<file path="config.mk">
export PLATFORM = sky130hd
export DESIGN_NAME = ddr_timing_one
export DESIGN_NICKNAME = d
export VERILOG_FILES = /design/src/rtl/ddr_timing_pkg.sv /design/src/rtl/spacing_if.sv /design/src/rtl/spacing_counter.sv /design/src/rtl/ddr_timing_one.sv
export SDC_FILE = /design/constraint.sdc
export NUM_CORES = 1
export LEC_CHECK = 0
export ABC_AREA = 1
export BUFFER_PORTS_ARGS = -buffer_cell sky130_fd_sc_hd__buf_2
export CORE_ASPECT_RATIO = 1.1
export CORE_MARGIN = 2
export CORE_UTILIZATION = 40
export CTS_BUF_LIST = sky130_fd_sc_hd__clkbuf_4
export DETAILED_ROUTE_END_ITERATION = 8
export GPL_TIMING_DRIVEN = 1
export PLACE_DENSITY_LB_ADDON = 0.25
export SLEW_MARGIN = 20
export SYNTH_ARGS = -nofsm -noshare
export SYNTH_HDL_FRONTEND = slang
export SYNTH_SLANG_ARGS = --single-unit
</file>
<file path="constraint.sdc">
create_clock -name clk_i -period 3.35 [get_ports clk_i]
set_input_delay 0.1675 -clock clk_i [delete_from_list [all_inputs] [get_ports clk_i]]
set_output_delay 0.1675 -clock clk_i [all_outputs]
set_load 0.01 [all_outputs]
</file>
<file path="src/rtl/ddr_timing_pkg.sv">
package ddr_timing_pkg;

   // Register offsets (byte addresses)
   localparam logic [7:0] TIM_ONE_OFFSET = 8'h00;
   localparam logic [7:0] STATUS_OFFSET = 8'h04;

   // Field positions of the timing register
   localparam int RSVD_LSB = 30;
   localparam int WR_MSB = 29;
   localparam int WR_LSB = 25;
   localparam int RAS_MSB = 24;
   localparam int RAS_LSB = 18;
   localparam int RC_MSB = 17;
   localparam int RC_LSB = 10;
   localparam int RRD_MSB = 9;
   localparam int RRD_LSB = 4;
   localparam int WTR_MSB = 3;
   localparam int WTR_LSB = 0;

   // Field reset values
   localparam logic [1:0] RSVD_VALUE = 2'h0;
   localparam logic [4:0] WR_RESET = 5'h1F;
   localparam logic [6:0] RAS_RESET = 7'h7F;
   localparam logic [7:0] RC_RESET = 8'hFF;
   localparam logic [5:0] RRD_RESET = 6'h3F;
   localparam logic [3:0] WTR_RESET = 4'hF;
   localparam logic [31:0] TIM_ONE_RESET =
      {RSVD_VALUE, WR_RESET, RAS_RESET, RC_RESET, RRD_RESET, WTR_RESET};
   localparam logic [31:0] TIM_ONE_WMASK = 32'h3FFF_FFFF;

   // Status register layout
   localparam int STAT_RRD_BIT = 0;
   localparam int STAT_WTR_BIT = 1;
   localparam int STAT_BANK_LSB = 8;

   // Width of a spacing counter, fits the widest field
   localparam int SPACE_W = 8;

   // Commands offered by the scheduler
   typedef enum logic [1:0] {
      CMD_ACTIVATE = 2'b00,
      CMD_PRECHARGE = 2'b01,
      CMD_READ = 2'b10,
      CMD_WRITE = 2'b11
   } mem_cmd_t;

endpackage

</file>
<file path="src/rtl/spacing_if.sv">
// Load and status lines of one spacing counter
interface spacing_if;
   import ddr_timing_pkg::*;
   logic load;
   logic [SPACE_W-1:0] value;
   logic tick;
   logic done;
   modport owner (output load, output value, output tick, input done);
   modport counter (input load, input value, input tick, output done);
endinterface

</file>
<file path="src/rtl/spacing_counter.sv">
module spacing_counter
   import ddr_timing_pkg::*;
(
   // Clock and reset
   input wire logic clk_i,
   input wire logic rst_i,
   // Load and status
   spacing_if.counter sp
);

   logic [SPACE_W-1:0] count_reg;
   logic [SPACE_W-1:0] count_next;

   // Load latches the value, later register writes do not touch it
   always_comb begin
      count_next = count_reg;
      if (sp.load) begin
         count_next = sp.value;
      end else if (sp.tick && count_reg != '0) begin
         count_next = count_reg - 1'b1;
      end
   end

   always_ff @(posedge clk_i) begin
      if (rst_i) begin
         count_reg <= '0;
      end else begin
         count_reg <= count_next;
      end
   end

   // Issuing tick only loads and does not count, so the next command waits value plus one ticks
   assign sp.done = (count_reg == '0);
endmodule // spacing_counter

</file>
<file path="src/rtl/ddr_timing_one.sv">
// Operation
// - Top two bits read zero, writes ignored
// - Write to precharge waits write-recovery plus one
// - Activate to precharge waits field plus one
// - Same-bank activates spaced field plus one
// - Other-bank activates spaced field plus one
// - Write to read waits field plus one
// - Spacing counted in memory clock periods
//
// The implementer's own choices: the Wishbone slave port and the register addresses.
module ddr_timing_one
   import ddr_timing_pkg::*;
#(
   parameter int NUM_BANKS = 8,
   parameter int BANK_W = 3,
   parameter int ADDR_W = 8
) (
   // Clock and reset
   input wire logic clk_i,
   input wire logic rst_i,
   // Wishbone slave
   input wire logic wb_cyc_i,
   input wire logic wb_stb_i,
   input wire logic wb_we_i,
   input wire logic [ADDR_W-1:0] wb_adr_i,
   input wire logic [3:0] wb_sel_i,
   input wire logic [31:0] wb_dat_i,
   output logic [31:0] wb_dat_o,
   output logic wb_ack_o,
   // Memory clock as driven to the memories
   input wire logic memory_clock_i,
   // Command request from the scheduler
   input wire logic cmd_valid_i,
   input wire mem_cmd_t cmd_type_i,
   input wire logic [BANK_W-1:0] cmd_bank_i,
   // Command issued to the memories
   output logic cmd_issue_o,
   output mem_cmd_t cmd_type_o,
   output logic [BANK_W-1:0] cmd_bank_o
);

   // Bus side state
   logic [31:0] timing_reg;
   logic [31:0] timing_next;
   logic [31:0] rdata_reg;
   logic [31:0] rdata_next;
   logic ack_reg;
   logic ack_next;
   logic [31:0] status_word;

   // Memory clock edge finder
   logic mclk_meta_reg;
   logic mclk_sync_reg;
   logic mclk_prev_reg;
   logic tick;

   // Command side state
   logic issue_reg;
   logic issue_next;
   mem_cmd_t type_reg;
   mem_cmd_t type_next;
   logic [BANK_W-1:0] bank_reg;
   logic [BANK_W-1:0] bank_next;
   logic [BANK_W-1:0] last_act_reg;
   logic [BANK_W-1:0] last_act_next;
   logic act_seen_reg;
   logic act_seen_next;
   logic permit;
   logic go;

   // Field values, widened to counter width
   logic [SPACE_W-1:0] wr_val;
   logic [SPACE_W-1:0] ras_val;
   logic [SPACE_W-1:0] rc_val;
   logic [SPACE_W-1:0] rrd_val;
   logic [SPACE_W-1:0] wtr_val;

   // Counter status
   logic [NUM_BANKS-1:0] wr_done;
   logic [NUM_BANKS-1:0] ras_done;
   logic [NUM_BANKS-1:0] rc_done;
   logic rrd_done;
   logic wtr_done;

   assign wr_val = SPACE_W'(timing_reg[WR_MSB:WR_LSB]);
   assign ras_val = SPACE_W'(timing_reg[RAS_MSB:RAS_LSB]);
   assign rc_val = SPACE_W'(timing_reg[RC_MSB:RC_LSB]);
   assign rrd_val = SPACE_W'(timing_reg[RRD_MSB:RRD_LSB]);
   assign wtr_val = timing_reg[WTR_MSB:WTR_LSB] == '0 ? '0
                  : SPACE_W'(timing_reg[WTR_MSB:WTR_LSB]);

   // Status: pending precharge spacings (write recovery, activate to precharge) per bank, shared spacings globally
   always_comb begin
      status_word = '0;
      status_word[STAT_RRD_BIT] = ~rrd_done;
      status_word[STAT_WTR_BIT] = ~wtr_done;
      status_word[STAT_BANK_LSB +: NUM_BANKS] = ~(wr_done & ras_done);
   end

   // Register writes, reads and single-cycle acknowledge
   always_comb begin
      timing_next = timing_reg;
      rdata_next = rdata_reg;
      ack_next = wb_cyc_i && wb_stb_i && !ack_reg;
      if (ack_next) begin
         rdata_next = '0;
         if (wb_adr_i == ADDR_W'(TIM_ONE_OFFSET)) begin
            rdata_next = timing_reg;
            if (wb_we_i) begin
               for (int i = 0; i < 4; i++) begin
                  if (wb_sel_i[i]) begin
                     timing_next[8*i +: 8] = wb_dat_i[8*i +: 8];
                  end
               end
               timing_next = timing_next & TIM_ONE_WMASK;
            end
         end else if (wb_adr_i == ADDR_W'(STATUS_OFFSET)) begin
            rdata_next = status_word;
         end else begin
            rdata_next = '0;
         end
      end
   end

   always_ff @(posedge clk_i) begin
      if (rst_i) begin
         timing_reg <= TIM_ONE_RESET;
         rdata_reg <= '0;
         ack_reg <= 1'b0;
      end else begin
         timing_reg <= timing_next;
         rdata_reg <= rdata_next;
         ack_reg <= ack_next;
      end
   end

   assign wb_dat_o = rdata_reg;
   assign wb_ack_o = ack_reg;

   // Two-stage sync of the memory clock, then rising edge detect
   // Chain keeps sampling in reset, so release shows no false edge
   always_ff @(posedge clk_i) begin
      mclk_meta_reg <= memory_clock_i;
      mclk_sync_reg <= mclk_meta_reg;
      mclk_prev_reg <= mclk_sync_reg;
   end

   assign tick = mclk_sync_reg && !mclk_prev_reg;

   // Permission by command kind
   always_comb begin
      case (cmd_type_i)
         CMD_ACTIVATE: begin
            permit = rc_done[cmd_bank_i]
               && (rrd_done || !act_seen_reg || cmd_bank_i == last_act_reg);
         end
         CMD_PRECHARGE: begin
            permit = ras_done[cmd_bank_i] && wr_done[cmd_bank_i];
         end
         CMD_READ: begin
            permit = wtr_done;
         end
         default: begin
            permit = 1'b1;
         end
      endcase
   end

   // Issue only on a memory clock edge
   assign go = cmd_valid_i && tick && !issue_reg && permit;

   always_comb begin
      issue_next = go;
      type_next = type_reg;
      bank_next = bank_reg;
      last_act_next = last_act_reg;
      act_seen_next = act_seen_reg;
      if (go) begin
         type_next = cmd_type_i;
         bank_next = cmd_bank_i;
         if (cmd_type_i == CMD_ACTIVATE) begin
            last_act_next = cmd_bank_i;
            act_seen_next = 1'b1;
         end
      end
   end

   always_ff @(posedge clk_i) begin
      if (rst_i) begin
         issue_reg <= 1'b0;
         type_reg <= CMD_ACTIVATE;
         bank_reg <= '0;
         last_act_reg <= '0;
         act_seen_reg <= 1'b0;
      end else begin
         issue_reg <= issue_next;
         type_reg <= type_next;
         bank_reg <= bank_next;
         last_act_reg <= last_act_next;
         act_seen_reg <= act_seen_next;
      end
   end

   assign cmd_issue_o = issue_reg;
   assign cmd_type_o = type_reg;
   assign cmd_bank_o = bank_reg;

   // Per-bank spacing counters
   genvar b;
   generate
      for (b = 0; b < NUM_BANKS; b++) begin : g_bank
         spacing_if wr_sp ();
         spacing_if ras_sp ();
         spacing_if rc_sp ();
         logic hit;
         assign hit = go && cmd_bank_i == BANK_W'(b);
         // Write recovery before precharge
         assign wr_sp.load = hit && cmd_type_i == CMD_WRITE;
         assign wr_sp.value = wr_val;
         assign wr_sp.tick = tick;
         assign wr_done[b] = wr_sp.done;
         // Activate to precharge
         assign ras_sp.load = hit && cmd_type_i == CMD_ACTIVATE;
         assign ras_sp.value = ras_val;
         assign ras_sp.tick = tick;
         assign ras_done[b] = ras_sp.done;
         // Activate to activate, same bank
         assign rc_sp.load = hit && cmd_type_i == CMD_ACTIVATE;
         assign rc_sp.value = rc_val;
         assign rc_sp.tick = tick;
         assign rc_done[b] = rc_sp.done;
         spacing_counter u_wr (.clk_i(clk_i), .rst_i(rst_i), .sp(wr_sp));
         spacing_counter u_ras (.clk_i(clk_i), .rst_i(rst_i), .sp(ras_sp));
         spacing_counter u_rc (.clk_i(clk_i), .rst_i(rst_i), .sp(rc_sp));
      end
   endgenerate

   // Shared counters: other-bank activate and write to read
   spacing_if rrd_sp ();
   spacing_if wtr_sp ();
   assign rrd_sp.load = go && cmd_type_i == CMD_ACTIVATE;
   assign rrd_sp.value = rrd_val;
   assign rrd_sp.tick = tick;
   assign rrd_done = rrd_sp.done;
   assign wtr_sp.load = go && cmd_type_i == CMD_WRITE;
   assign wtr_sp.value = wtr_val;
   assign wtr_sp.tick = tick;
   assign wtr_done = wtr_sp.done;
   spacing_counter u_rrd (.clk_i(clk_i), .rst_i(rst_i), .sp(rrd_sp));
   spacing_counter u_wtr (.clk_i(clk_i), .rst_i(rst_i), .sp(wtr_sp));

   // Ticks since the last write, saturating, for an independent check
   logic [8:0] since_wr_reg;
   logic [8:0] since_wr_next;
   logic wr_seen_reg;
   logic [SPACE_W-1:0] wr_gap_reg;
   logic [SPACE_W-1:0] wr_gap_next;
   always_comb begin
      since_wr_next = since_wr_reg;
      wr_gap_next = wr_gap_reg;
      if (wtr_sp.load) begin
         since_wr_next = '0;
         wr_gap_next = wtr_val; // Spacing the write started with
      end else if (tick && since_wr_reg != 9'h1FF) begin
         since_wr_next = since_wr_reg + 1'b1;
      end
   end
   always_ff @(posedge clk_i) begin
      if (rst_i) begin
         since_wr_reg <= '0;
         wr_seen_reg <= 1'b0;
         wr_gap_reg <= '0;
      end else begin
         since_wr_reg <= since_wr_next;
         wr_gap_reg <= wr_gap_next;
         wr_seen_reg <= wr_seen_reg || wtr_sp.load;
      end
   end
endmodule // ddr_timing_one

</file>
==> impl_metrics.toml <==
[clock_tree]
postCtsSetupBuffers = 0
cts_made_buffers = 80
clk_latency_ns = 0.78
htree_levels = 3
path_clk_slew_ns = 0.07
cts_tree = "yes"
root_buffer = "clkbuf_4"
clkSinkCount = 282
cts_max_path_buffers = 3

[cells_and_area]
multi_input_area_um2 = 9050
regArea_um2 = 5650
fill_cells = 3956
drive_gt1_share_pct = 11.1
area_delta_synth_final_pct = 18.8
fin_area_um2 = 18900
fin_nets = 2698
fin_cells = 3143

[synthesis]
synthTopCellsByArea = "dfxtp_1, nand2_1, nand3_1, a21oi_1, nor2_1"
yosysWarnings = 0
syn_inst = 2369
synth_common_cells = "nand2_1, dfxtp_1, nor2_1"
synth_edf_count = 0
yosysSeqAreaShare_pct = 35.4
synth_area_leader_cell = "dfxtp_1"
synth_cell_types = 39
synth_area_um2 = 15900
async_reset_ff_share_pct = 0
netlist.area_leader.share_pct = 35.4
ys_seq_elements = 282
yosysMostFrequentCell = "nand2_1"
synth_flop_cell = "dfxtp_1"
synth.avg_cell_area_um2 = 6.73

[placed_design]
post-dp-hpwl_um = 32400
post-place-cells = 2912
place.gp.congestion = 0.883
port_buffers = 90
postPlaceCellArea_um2 = 16900

[floorplan]
start_util_pct = 40.6
fp.coreArea_um2 = 39300
die_w_um = 194
die_h_um = 213
fp.dieArea_um2 = 41500
io_pins = 95
rows = 76

[power_and_ir_drop]
power_density_nw_per_um2 = 943
static-leakage-power_uw = 0.00850
ir_worst_vdd_mv = 0.557

[timing]
rsz0062_at_grt = "no"
finalMaxSlewViolations = 0
hold_viol = 0
slew_headroom_pct = 27.9
tightest_slew_ns = 1.08
finalCritPeriodShare_pct = 95.3
finalSetupViolations = 0
setup_tns_ns = 0
worst_clock_skew_ns = 0.0563
fin_crit_ns = 3.19
fmax_ghz = 0.313

[detailed_routing]
vias = 16300
drt_iter0_drc = 916
routed_wl_um = 48200
drc = 1
wl_per_cell_um = 15.3
detail-route-antenna-nets = 0
vias_per_cell = 5.19
first_pass_iters = 7

[global_routing]
grt_util_all_layers_pct = 23.0
grt_start_max_net_pins = 82
grt_pass1_vias = 15700
grt_pass1_wl_um = 76900
overflow = 0
antenna_found_initial = 3

[critical_path]
cp_max_fo = 48
critical_path_arrival_ns = 3.90
end_kind = "flip-flop"
path_class = "primary input to flip-flop"
crit_start = "wb_adr_i[6]"
crit_required_ns = 4.05
critPathLaunchType = "primary input"
r2r_start = "g_bank[4].u_ras.count_reg[0]$_SDFFE_PP0P_"

[status]
failed_checks = "design-rule violations"
status = "finished with violations"

[run]
maxCapViolations = 0

[min_path]
hold_class = "primary input to flip-flop"
hold_start = "memory_clock_i"
[final timing paths]
path	to	slack [ns]	cells past startpoint
worst min-delay path	mclk_meta_reg$_DFF_P_	0.08	2
worst max register to register	last_act_reg[0]$_SDFFE_PP0P_	0.26	16
worst min register to register	mclk_sync_reg$_DFF_P_	0.34	0
worst max-delay path	timing_reg[20]$_SDFFE_PP1P_	0.16	10
[per-stage QoR]
| step | hold slack [ns] | power (µW) | setup WS, ns | utilization [%] |
|---|---|---|---|---|
| detailed placement | 0.277 | 14500 | 0.309 | 43.1 |
| global placement | 0.277 | 14400 | 0.377 | 43.1 |
| floorplan | 0.195 | 12400 | 1.15 | - |
| global route | 0.0433 | 19600 | 0.0213 | 48.2 |
| CTS | 0.0248 | 17900 | 0.197 | 48.2 |
| finish | 0.0810 | 17900 | 0.157 | 48.2 |
[cell type report]
type | instances | area share (%)
Sequential cell | 282 | 29.8
Multi-Input combinational cell | 1769 | 47.8
Inverter | 229 | 4.55
Antenna cell | 2 | 0.0264
Timing Repair Buffer | 228 | 9.29
Clock inverter | 14 | 0.714
Clock buffer | 112 | 4.44
Tap cell | 507 | 3.35
[cell families (layout without fill, tap and decap cells)]
kind of cell    after synthesis  count (layout)  synth area share (%)
xor+xnor                    152             152                  8.35
buf+inv                     319             583                  7.86
fa+ha+maj                    52              52                  4.08
simple gates               1204            1204                  32.7
compound gates              359             359                  11.6
other cells                   1               4                0.0235
flops                       282             282                  35.4
[cell usage in the layout (no fill, tap or decap), drive strengths merged, types with 17 or more instances in the layout]
cell type,instances
a21oi,210
or2,18
dfxtp,282
buf,125
nand4,59
clkinv,17
nor3,30
xor2,96
ha,52
xnor2,56
o21ai,126
nand3,232
nand2,585
clkbuf,112
nor2,257
inv,222
dlygate4sd3,103
[routing by layer]
layer	GRT usage, %	part of all wire (%)
met4	11.2	3.8
met3	4.99	6.1
met2	40.3	47
met5	0	0.037
met1	26.9	43
[worst max-delay path: stages]
cell           delay [ns]
dlygate4sd3_1        0.53
buf_2                0.13
nor4_1               0.41
dlygate4sd3_1        0.62
nand3_1              0.10
clkinv_2             0.45
nand4_1              0.23
dlygate4sd3_1        0.63
nand3_1              0.08
dlygate4sd3_1        0.54
[timing repair]
action | CTS | global route
hold buffers | 103 | 0
setup endpoints to repair | 0 | 23
hold endpoints to repair | 60 | 0
gates resized for setup | 0 | 2
[report_power, final]
part	leakage [µW]	internal [µW]	switching (µW)	total, µW
combinational	0.00563	3800	5610	9410
clock	0.000579	1740	1490	3230
sequential	0.00229	4370	842	5220
total	0.00850	9920	7940	17900
Power figures use the tool's default switching activity.
